**src/logic/ldr_pkg.sv**
```systemverilog
// constants, types and states of the led driver register file
package ldr_pkg;

    localparam int NUM_STR = 4;
    localparam int PTR_W = 4;
    localparam int CUR_W = 7;
    localparam int ADC_W = 8;
    localparam int OVS_W = 7;
    localparam int FLT_W = 6;
    localparam int REV_W = 3;
    localparam int NUM_FSRC = 5;

    // ******************************
    // register offsets
    // ******************************
    localparam logic [7:0] OFS_CUR1 = 8'h00;
    localparam logic [7:0] OFS_VREG = 8'h04;
    localparam logic [7:0] OFS_DRAIN1 = 8'h05;
    localparam logic [7:0] OFS_DRAIN4 = 8'h08;
    localparam logic [7:0] OFS_OVS = 8'h09;
    localparam logic [7:0] OFS_FAULT = 8'h0a;
    localparam logic [7:0] OFS_STBY = 8'h0b;
    localparam logic [7:0] OFS_REV = 8'h0c;
    localparam logic [7:0] OFS_LAST = 8'h0c;

    // ******************************
    // field positions and reset values
    // ******************************
    localparam int FLT_OVER_BIT = 0;
    localparam int FLT_SHORT_BIT0 = 2;
    localparam int STBY_BIT = 0;
    localparam int ADC_TMO_BIT = 7;
    localparam logic [CUR_W-1:0] CUR_RST = 7'h00;
    localparam logic [CUR_W-1:0] VREG_RST = 7'h00;
    localparam logic [ADC_W-1:0] ADC_RST = 8'h00;
    localparam logic [OVS_W-1:0] OVS_RST = 7'h00;
    localparam logic [FLT_W-1:0] FLT_RST = 6'h00;
    localparam logic STBY_RST = 1'b0;
    localparam int I2C_BITS = 8;

    typedef struct packed {
        logic [NUM_STR-1:0][CUR_W-1:0] cur;
        logic [CUR_W-1:0] vreg;
        logic standby;
    } ldr_cfg_t;

    typedef struct packed {
        logic [NUM_STR-1:0][ADC_W-1:0] drain;
        logic [OVS_W-1:0] ovs;
    } ldr_adc_t;

    typedef struct packed {
        logic [NUM_STR-1:0] shorted;
        logic over_volt;
    } ldr_flt_in_t;

    typedef enum logic [8:0] {
        ST_IDLE      = 9'h001,
        ST_ADDR      = 9'h002,
        ST_ADDR_ACK  = 9'h004,
        ST_CMD       = 9'h008,
        ST_CMD_ACK   = 9'h010,
        ST_WDATA     = 9'h020,
        ST_WDATA_ACK = 9'h040,
        ST_RDATA     = 9'h080,
        ST_RDATA_ACK = 9'h100
    } ldr_i2c_st_t;

endpackage

```
**src/logic/ldr_regfile.sv**
```systemverilog
// i2c register file of the four-string led driver with fault logging
`timescale 1ns/1ps
module ldr_regfile #(
    parameter logic [6:0] I2C_ADDR = 7'h2a,
    // arbitrary revision value
    parameter logic [ldr_pkg::REV_W-1:0] REVISION = 3'h1
) (
    input wire logic core_clk_i,
    input wire logic sys_rst_i,
    input wire logic scl_i,
    input wire logic sda_i,
    output logic sda_o,
    output logic sda_oe_n_o,
    input wire logic enable_i,
    input wire logic busy_i,
    input wire logic adc_load_i,
    input wire ldr_pkg::ldr_adc_t adc_i,
    input wire ldr_pkg::ldr_flt_in_t fault_i,
    output ldr_pkg::ldr_cfg_t cfg_o,
    output logic [ldr_pkg::FLT_W-1:0] fault_flags_o,
    output logic switching_halt_o
);
    localparam int SYNC_W = ldr_pkg::NUM_FSRC + 3;

    // ******************************
    // pin synchronisers
    // ******************************
    logic [SYNC_W-1:0] sync_in;
    logic [SYNC_W-1:0] sync_out;
    logic scl_s;
    logic sda_s;
    logic en_s;
    logic [ldr_pkg::NUM_FSRC-1:0] flt_s;

    assign sync_in = {fault_i, enable_i, sda_i, scl_i};

    // idle bus lines reset high so no false start is seen
    ldr_sync #(
        .W(SYNC_W),
        .RST_VAL(8'h03)
    ) u_sync (
        .core_clk_i(core_clk_i),
        .sys_rst_i(sys_rst_i),
        .async_i(sync_in),
        .sync_o(sync_out)
    );

    assign scl_s = sync_out[0];
    assign sda_s = sync_out[1];
    assign en_s = sync_out[2];
    assign flt_s = sync_out[SYNC_W-1:3];

    // ******************************
    // bus condition detection
    // ******************************
    logic scl_d_r;
    logic sda_d_r;
    logic scl_rise;
    logic scl_fall;
    logic bus_start;
    logic bus_stop;

    always_ff @(posedge core_clk_i) begin
        if (sys_rst_i) begin
            scl_d_r <= 1'b1;
            sda_d_r <= 1'b1;
        end else begin
            scl_d_r <= scl_s;
            sda_d_r <= sda_s;
        end
    end

    assign scl_rise = scl_s & ~scl_d_r;
    assign scl_fall = ~scl_s & scl_d_r;
    assign bus_start = scl_s & scl_d_r & sda_d_r & ~sda_s;
    assign bus_stop = scl_s & scl_d_r & ~sda_d_r & sda_s;

    // ******************************
    // register state
    // ******************************
    ldr_pkg::ldr_cfg_t cfg_r;
    ldr_pkg::ldr_adc_t adc_r;
    logic [ldr_pkg::FLT_W-1:0] flags_r;
    logic halt_r;
    logic arm_r;

    // ******************************
    // i2c slave state machine
    // ******************************
    ldr_pkg::ldr_i2c_st_t state_r;
    logic [3:0] bitcnt_r;
    logic [7:0] shift_r;
    logic rw_r;
    logic [ldr_pkg::PTR_W-1:0] ptr_r;
    logic [ldr_pkg::PTR_W-1:0] ptr_inc;
    logic oe_n_r;
    logic wr_en_r;
    logic [ldr_pkg::PTR_W-1:0] wr_addr_r;
    logic [7:0] wr_data_r;
    logic rd_done_r;
    logic [ldr_pkg::PTR_W-1:0] rd_addr_r;
    logic cmd_ok;
    logic [7:0] rd_mux;

    assign ptr_inc = (ptr_r == ldr_pkg::OFS_LAST[ldr_pkg::PTR_W-1:0]) ?
        '0 : ptr_r + 4'h1;
    assign cmd_ok = (shift_r <= ldr_pkg::OFS_LAST) && !busy_i;

    always_ff @(posedge core_clk_i) begin
        if (sys_rst_i) begin
            state_r <= ldr_pkg::ST_IDLE;
            bitcnt_r <= 4'h0;
            shift_r <= 8'h00;
            rw_r <= 1'b0;
            ptr_r <= '0;
            oe_n_r <= 1'b1;
            wr_en_r <= 1'b0;
            wr_addr_r <= '0;
            wr_data_r <= 8'h00;
            rd_done_r <= 1'b0;
            rd_addr_r <= '0;
        end else begin
            wr_en_r <= 1'b0;
            rd_done_r <= 1'b0;
            if (bus_start) begin
                state_r <= ldr_pkg::ST_ADDR;
                bitcnt_r <= 4'h0;
                oe_n_r <= 1'b1;
            end else if (bus_stop) begin
                state_r <= ldr_pkg::ST_IDLE;
                oe_n_r <= 1'b1;
            end else begin
                case (state_r)
                    ldr_pkg::ST_IDLE: begin
                        oe_n_r <= 1'b1;
                    end
                    ldr_pkg::ST_ADDR, ldr_pkg::ST_CMD, ldr_pkg::ST_WDATA: begin
                        if (scl_rise) begin
                            shift_r <= {shift_r[6:0], sda_s};
                            bitcnt_r <= bitcnt_r + 4'h1;
                        end else if (scl_fall && bitcnt_r == 4'(ldr_pkg::I2C_BITS)) begin
                            bitcnt_r <= 4'h0;
                            if (state_r == ldr_pkg::ST_ADDR) begin
                                if (shift_r[7:1] == I2C_ADDR) begin
                                    oe_n_r <= 1'b0;
                                    rw_r <= shift_r[0];
                                    state_r <= ldr_pkg::ST_ADDR_ACK;
                                end else begin
                                    state_r <= ldr_pkg::ST_IDLE;
                                end
                            end else if (state_r == ldr_pkg::ST_CMD) begin
                                if (cmd_ok) begin
                                    oe_n_r <= 1'b0;
                                    ptr_r <= shift_r[ldr_pkg::PTR_W-1:0];
                                    state_r <= ldr_pkg::ST_CMD_ACK;
                                end else begin
                                    state_r <= ldr_pkg::ST_IDLE;
                                end
                            end else begin
                                oe_n_r <= 1'b0;
                                wr_en_r <= 1'b1;
                                wr_addr_r <= ptr_r;
                                wr_data_r <= shift_r;
                                ptr_r <= ptr_inc;
                                state_r <= ldr_pkg::ST_WDATA_ACK;
                            end
                        end
                    end
                    ldr_pkg::ST_ADDR_ACK: begin
                        if (scl_fall) begin
                            bitcnt_r <= 4'h0;
                            if (rw_r) begin
                                shift_r <= rd_mux;
                                oe_n_r <= rd_mux[7];
                                state_r <= ldr_pkg::ST_RDATA;
                            end else begin
                                oe_n_r <= 1'b1;
                                state_r <= ldr_pkg::ST_CMD;
                            end
                        end
                    end
                    ldr_pkg::ST_CMD_ACK, ldr_pkg::ST_WDATA_ACK: begin
                        if (scl_fall) begin
                            oe_n_r <= 1'b1;
                            state_r <= ldr_pkg::ST_WDATA;
                        end
                    end
                    ldr_pkg::ST_RDATA: begin
                        if (scl_fall) begin
                            if (bitcnt_r == 4'(ldr_pkg::I2C_BITS - 1)) begin
                                oe_n_r <= 1'b1;
                                rd_done_r <= 1'b1;
                                rd_addr_r <= ptr_r;
                                ptr_r <= ptr_inc;
                                bitcnt_r <= 4'h0;
                                state_r <= ldr_pkg::ST_RDATA_ACK;
                            end else begin
                                shift_r <= {shift_r[6:0], 1'b0};
                                oe_n_r <= shift_r[6];
                                bitcnt_r <= bitcnt_r + 4'h1;
                            end
                        end
                    end
                    ldr_pkg::ST_RDATA_ACK: begin
                        // master nack ends the read burst
                        if (scl_rise && sda_s) begin
                            state_r <= ldr_pkg::ST_IDLE;
                        end else if (scl_fall) begin
                            shift_r <= rd_mux;
                            oe_n_r <= rd_mux[7];
                            state_r <= ldr_pkg::ST_RDATA;
                        end
                    end
                    default: begin
                        state_r <= ldr_pkg::ST_IDLE;
                        oe_n_r <= 1'b1;
                    end
                endcase
            end
        end
    end

    // ******************************
    // read multiplexer
    // ******************************
    always_comb begin
        rd_mux = 8'h00;
        case ({4'h0, ptr_r})
            8'h00, 8'h01, 8'h02, 8'h03: rd_mux = {1'b0, cfg_r.cur[ptr_r[1:0]]};
            ldr_pkg::OFS_VREG: rd_mux = {1'b0, cfg_r.vreg};
            8'h05, 8'h06, 8'h07, ldr_pkg::OFS_DRAIN4: begin
                rd_mux = adc_r.drain[2'(ptr_r - ldr_pkg::OFS_DRAIN1[3:0])];
            end
            ldr_pkg::OFS_OVS: rd_mux = {1'b0, adc_r.ovs};
            ldr_pkg::OFS_FAULT: rd_mux = {2'b00, flags_r};
            ldr_pkg::OFS_STBY: rd_mux = {7'h00, cfg_r.standby};
            ldr_pkg::OFS_REV: rd_mux = {5'h00, REVISION};
            default: rd_mux = 8'h00;
        endcase
    end

    // ******************************
    // writable registers
    // ******************************
    logic stby_exit;

    assign stby_exit = wr_en_r && ({4'h0, wr_addr_r} == ldr_pkg::OFS_STBY) &&
        !wr_data_r[ldr_pkg::STBY_BIT] && cfg_r.standby;

    always_ff @(posedge core_clk_i) begin
        if (sys_rst_i) begin
            cfg_r.cur <= {ldr_pkg::NUM_STR{ldr_pkg::CUR_RST}};
            cfg_r.vreg <= ldr_pkg::VREG_RST;
            cfg_r.standby <= ldr_pkg::STBY_RST;
        end else if (wr_en_r) begin
            // string currents; frozen in standby, writes to them ignored then
            if ({4'h0, wr_addr_r} < ldr_pkg::OFS_VREG && !cfg_r.standby) begin
                cfg_r.cur[wr_addr_r[1:0]] <= wr_data_r[ldr_pkg::CUR_W-1:0];
            end
            if ({4'h0, wr_addr_r} == ldr_pkg::OFS_VREG && !cfg_r.standby) begin
                cfg_r.vreg <= wr_data_r[ldr_pkg::CUR_W-1:0];
            end
            if ({4'h0, wr_addr_r} == ldr_pkg::OFS_STBY) begin
                cfg_r.standby <= wr_data_r[ldr_pkg::STBY_BIT];
            end
        end
    end

    // ******************************
    // adc result capture
    // ******************************
    // adc results loaded outside standby
    always_ff @(posedge core_clk_i) begin
        if (sys_rst_i) begin
            adc_r.drain <= {ldr_pkg::NUM_STR{ldr_pkg::ADC_RST}};
            adc_r.ovs <= ldr_pkg::OVS_RST;
        end else if (adc_load_i && !cfg_r.standby) begin
            adc_r <= adc_i;
        end
    end

    // ******************************
    // fault qualification and logging
    // ******************************
    logic [ldr_pkg::NUM_FSRC-1:0] flt_d_r;
    logic [ldr_pkg::NUM_FSRC-1:0] flt_q;
    logic [ldr_pkg::FLT_W-1:0] log_ev;
    logic rd_clr;

    // two consecutive samples reject single-clock glitches
    genvar g;
    generate
        for (g = 0; g < ldr_pkg::NUM_FSRC; g++) begin : g_flt
            always_ff @(posedge core_clk_i) begin
                if (sys_rst_i) begin
                    flt_d_r[g] <= 1'b0;
                end else begin
                    flt_d_r[g] <= flt_s[g];
                end
            end
            assign flt_q[g] = flt_s[g] & flt_d_r[g];
        end
    endgenerate

    assign log_ev = (en_s && !cfg_r.standby) ?
        {flt_q[ldr_pkg::NUM_FSRC-1:1], 1'b0, flt_q[0]} : '0;
    // clear after first read following standby cycle
    assign rd_clr = rd_done_r && ({4'h0, rd_addr_r} == ldr_pkg::OFS_FAULT) && arm_r;

    always_ff @(posedge core_clk_i) begin
        if (sys_rst_i) begin
            flags_r <= ldr_pkg::FLT_RST;
        end else if (!en_s) begin
            flags_r <= ldr_pkg::FLT_RST;
        end else begin
            // sticky logging; new event beats read clear
            flags_r <= (rd_clr ? ldr_pkg::FLT_RST : flags_r) | log_ev;
        end
    end

    always_ff @(posedge core_clk_i) begin
        if (sys_rst_i) begin
            arm_r <= 1'b0;
        end else if (!en_s || rd_clr) begin
            arm_r <= 1'b0;
        end else if (stby_exit) begin
            arm_r <= 1'b1;
        end
    end

    always_ff @(posedge core_clk_i) begin
        if (sys_rst_i) begin
            halt_r <= 1'b0;
        end else if (!en_s) begin
            halt_r <= 1'b0;
        end else if (log_ev[ldr_pkg::FLT_OVER_BIT]) begin
            halt_r <= 1'b1;
        end else if (stby_exit) begin
            halt_r <= 1'b0;
        end
    end

    // open-drain: only ever pulls low
    assign sda_o = 1'b0;
    assign sda_oe_n_o = oe_n_r;
    assign cfg_o = cfg_r;
    assign fault_flags_o = flags_r;
    assign switching_halt_o = halt_r;
endmodule

```
**src/logic/ldr_sync.sv**
```systemverilog
// two-flop synchroniser for pin-level inputs
`timescale 1ns/1ps
module ldr_sync #(
    parameter int W = 1,
    parameter logic [W-1:0] RST_VAL = '0
) (
    input wire logic core_clk_i,
    input wire logic sys_rst_i,
    input wire logic [W-1:0] async_i,
    output logic [W-1:0] sync_o
);
    logic [W-1:0] meta_r;
    logic [W-1:0] sync_r;

    // first stage read only by the second
    always_ff @(posedge core_clk_i) begin
        if (sys_rst_i) begin
            meta_r <= RST_VAL;
            sync_r <= RST_VAL;
        end else begin
            meta_r <= async_i;
            sync_r <= meta_r;
        end
    end

    assign sync_o = sync_r;
endmodule

```
**config.mk**
```make
export PLATFORM = sky130hd
export DESIGN_NAME = ldr_regfile
export DESIGN_NICKNAME = d
export VERILOG_FILES = /design/src/logic/ldr_pkg.sv /design/src/logic/ldr_regfile.sv /design/src/logic/ldr_sync.sv
export SDC_FILE = /design/constraint.sdc
export NUM_CORES = 1
export LEC_CHECK = 0
export BUFFER_PORTS_ARGS = -buffer_cell sky130_fd_sc_hd__buf_2
export CORE_UTILIZATION = 50
export DETAILED_ROUTE_END_ITERATION = 8
export PLACE_DENSITY = 0.75
export SYNTH_ARGS = -nofsm -noshare
export SYNTH_HDL_FRONTEND = slang
export SYNTH_SLANG_ARGS = --single-unit
```
**constraint.sdc**
```tcl
create_clock -name core_clk_i -period 2.94 [get_ports core_clk_i]
set_input_delay 0 -clock core_clk_i [delete_from_list [all_inputs] [get_ports core_clk_i]]
set_output_delay 0 -clock core_clk_i [all_outputs]
set_load 0.03 [all_outputs]
```
==> impl_metrics.toml <==
[outcome]
outcome = "finished clean"

[layout]
postLayoutCellArea_um2 = 8420
multi_input_area_um2 = 3520
layout.area.seq_um2 = 2980
fill_cells = 1108
insertedDiodeCount = 0
flow.area_growth_from_synthesis_pct = 23.7
share_of_layout_cells_above_drive_strength_1_pct = 20.6
finish.net_count = 943

[setup_path]
crit_path_start_kind = "flip-flop"
cp.arrival_ns = 3.03
critical-path-max-stage-delay_ns = 0.72
worstPathMaxFanout = 16
endpoint_kind = "flip-flop"
setup.worst_path.class = "flip-flop to flip-flop"
required_ns = 3.29
worstPathCellList = "inv_1 > ha_1 > mux4_2 > nor3b_1 > a21oi_1 > and4bb_2 > mux2i_1"
critical_path.slowest_cell = "sky130_fd_sc_hd__dfxtp_1"

[synthesis]
synth_cell_type_count = 74
netlist.area_leader.share_pct = 43.8
flops_latches_synth = 149
commonest_register_cell_after_synthesis = "sky130_fd_sc_hd__dfxtp_1"
seq_area_frac_synth_pct = 43.8
syn_area_per_cell_um2 = 8.91
synth-async-reset-ratio_pct = 0
syn-cell-area_um2 = 6800
number_of_flops_mapped_to_enable_cells_by_yosys = 0
yosys.area.top_type = "sky130_fd_sc_hd__dfxtp_1"
ys_warns = 0
synth_cells = 764
yosys-top-cells-area = "sky130_fd_sc_hd__dfxtp_1, sky130_fd_sc_hd__mux2i_1, sky130_fd_sc_hd__nand2_1, sky130_fd_sc_hd__a21oi_1, sky130_fd_sc_hd__nor2_1"

[global_route]
number_of_global_route_vias_before_repair = 5677
globalRouteOverflowTotal = 0
grt_pass1_wl_mm = 28.6
grt_max_degree = 80
initial_antenna_violation_count = 0
track_usage_pct = 25.8

[timing]
timing.final.crit_period_ns = 2.67
finalSetupViolCount = 0
final.setup.tns_ns = 0
setup_repair_after_global_routing_missed_its_margin = "false"
relSlewSlack_pct = 45.8
clock-skew-final_ns = 0.00458
pin_slew_with_the_least_headroom_to_its_limit_ns = 0.813
finalCritPeriodShare_pct = 91.0
achievable-frequency_ghz = 0.374
timing.final.max_slew_violations = 0
hold_viol_final = 0

[route]
drc = 0
drt_pass1_iterations = 7
dr_total_vias = 5954
vias_per_cell = 5.54
avgRoutedWirePerCell_um = 16.3
wirelength_mm = 17.5
postRouteAntennaNets = 0
first_drt_iteration_drcs = 434

[die]
die_width_um = 119
placeableCoreArea_um2 = 13200
floorplan_die_area_um2 = 14100
vertical_die_dimension_um = 119
core.rowCount = 42
ios = 96
start_util_pct = 51.4

[clocking]
tritoncts.num_buffers = 17
clockBufferDepth = 2
ctsHtreeMaxLevel = 4
worst_skew_pair.late_latency_ns = 0.42
cts_root_buf = "sky130_fd_sc_hd__clkbuf_16"
cts_sinks = 149
cts_tree = "done"
clk_pin_slew_worst_setup_hold_paths_ns = 0.06
post-cts-setup-buffers = 0

[run]
maxCapViolCount = 0

[power]
powerDensity_nw_per_um2 = 545
leakage_nw = 3.47
peakVddDrop_v = 0.000338

[placed_design]
dp_hpwl_mm = 11.7
postPlaceCellArea_um2 = 7340
gp_congestion = 0.902
io_buffer_count = 93

[hold_path]
hold_path_class = "primary input to flip-flop"
-- power by group --
part	total, mW	switching, mW	internal (mW)
clock	2.26	0.846	1.41
sequential	2.09	0.0257	2.06
combinational	0.238	0.121	0.117
-- per-layer routing --
layer  share of wire (%)  global-route usage (%)  routed length, µm
met1                  44                    33.2               7650
met2                  48                    41.3               8420
met3                 5.4                    5.55                948
met4                 3.0                    12.0                528
met5                   0                       0                  0
-- final cells by class --
| cell class | count | share of cell area [%] |
|---|---|---|
| flip-flops and latches | 149 | 35.4 |
| clock buffers | 18 | 5.10 |
| repair buffers | 153 | 12.3 |
| well taps | 176 | 2.62 |
| clock inverters | 13 | 2.15 |
| inverters | 13 | 0.580 |
| multi-input cells | 552 | 41.8 |
-- worst paths after layout --
kind	startpoint	to	slack (ns)	depth (start not counted)
setup / recovery	ptr_r[1]	sda_oe_n_o	0.27	7
hold / removal	busy_i	state_r[4]	0.13	6
setup reg to reg	ptr_r[1]	sda_oe_n_o	0.27	7
hold reg to reg	u_sync.meta_r[1]	u_sync.sync_o[1]	0.41	1
-- synth_stat cells, drive strengths merged (12+ instances only) --
master,instances
o21ai,12
nand3,14
clkbuf,35
buf,16
mux2i,56
nand2,120
inv,13
nor3,13
a21oi,71
dfxtp,149
nor2,89
nor2b,27
-- kinds of logic (layout without fill, tap and decap cells) --
group / count (synthesis) / count (layout) / synth area share [%]
DFF: 149 / 149 / 43.8
buffers and inverters: 64 / 197 / 4.51
adders and majority gates: 7 / 7 / 1.25
and+or+nand+nor: 323 / 323 / 22.9
xor gates and xnor gates: 5 / 5 / 0.644
other: 1 / 2 / 0.0551
AOI/OAI and AO/OA: 142 / 142 / 14.4
muxes: 73 / 73 / 12.4
-- metrics by stage --
stage               cells  total power, mW  utilization [%]  hold slack (ns)  worst slack (ns)
global placement      996             2.31             55.4            0.186             0.414
detailed placement    996             2.32             55.4            0.187             0.334
finish               1074             4.59             63.6            0.128             0.265
CTS                  1074             4.60             63.6            0.117             0.292
floorplan             765             2.25                -           0.0831             0.531
global route         1074             4.73             63.6            0.156            0.0248
-- sequential cells by signal, summed over array words and instances, names as in the netlist, 5 cells and up --
signal / count
cfg_o: 36
u_sync.meta_r: 8
adc_r: 39
flt_d_r: 5
wr_data_r: 7
state_r: 9
shift_r: 8
fault_flags_o: 5
u_sync.sync_o: 8
-- critical path, delay by kind of cell (launching register included) --
family	cells	cell delay (ns)
flops	1	0.72
compound gates	1	0.08
buf+inv	1	0.21
fa+ha+maj	1	0.61
simple gates	2	0.59
mux	2	0.39
-- layout by cell type (no fill, tap or decap), types with 8 or more instances in the layout --
master | synthesis | layout
sky130_fd_sc_hd__nor2b_1 | 27 | 26
sky130_fd_sc_hd__clkbuf_16 | 0 | 17
sky130_fd_sc_hd__nand4_1 | 8 | 8
sky130_fd_sc_hd__inv_1 | 13 | 13
sky130_fd_sc_hd__or2_2 | 11 | 11
sky130_fd_sc_hd__nand3_1 | 13 | 13
sky130_fd_sc_hd__buf_4 | 3 | 14
sky130_fd_sc_hd__nor2_1 | 89 | 89
sky130_fd_sc_hd__nor3_1 | 11 | 11
sky130_fd_sc_hd__dlygate4sd3_1 | 0 | 47
sky130_fd_sc_hd__mux2i_1 | 56 | 56
sky130_fd_sc_hd__mux2_2 | 9 | 9
sky130_fd_sc_hd__dfxtp_1 | 149 | 149
sky130_fd_sc_hd__nand2b_1 | 11 | 11
sky130_fd_sc_hd__o21ai_0 | 11 | 11
sky130_fd_sc_hd__buf_2 | 4 | 92
sky130_fd_sc_hd__mux4_2 | 8 | 8
sky130_fd_sc_hd__nand2_1 | 120 | 120
sky130_fd_sc_hd__a21oi_1 | 71 | 71
-- what timing repair did --
item                                   4_1_cts  5_1_grt
hold buffers                                47        0
endpoints found under the hold margin       47        0
gates resized for setup                      0        0
(Power assumes the default switching activity.)
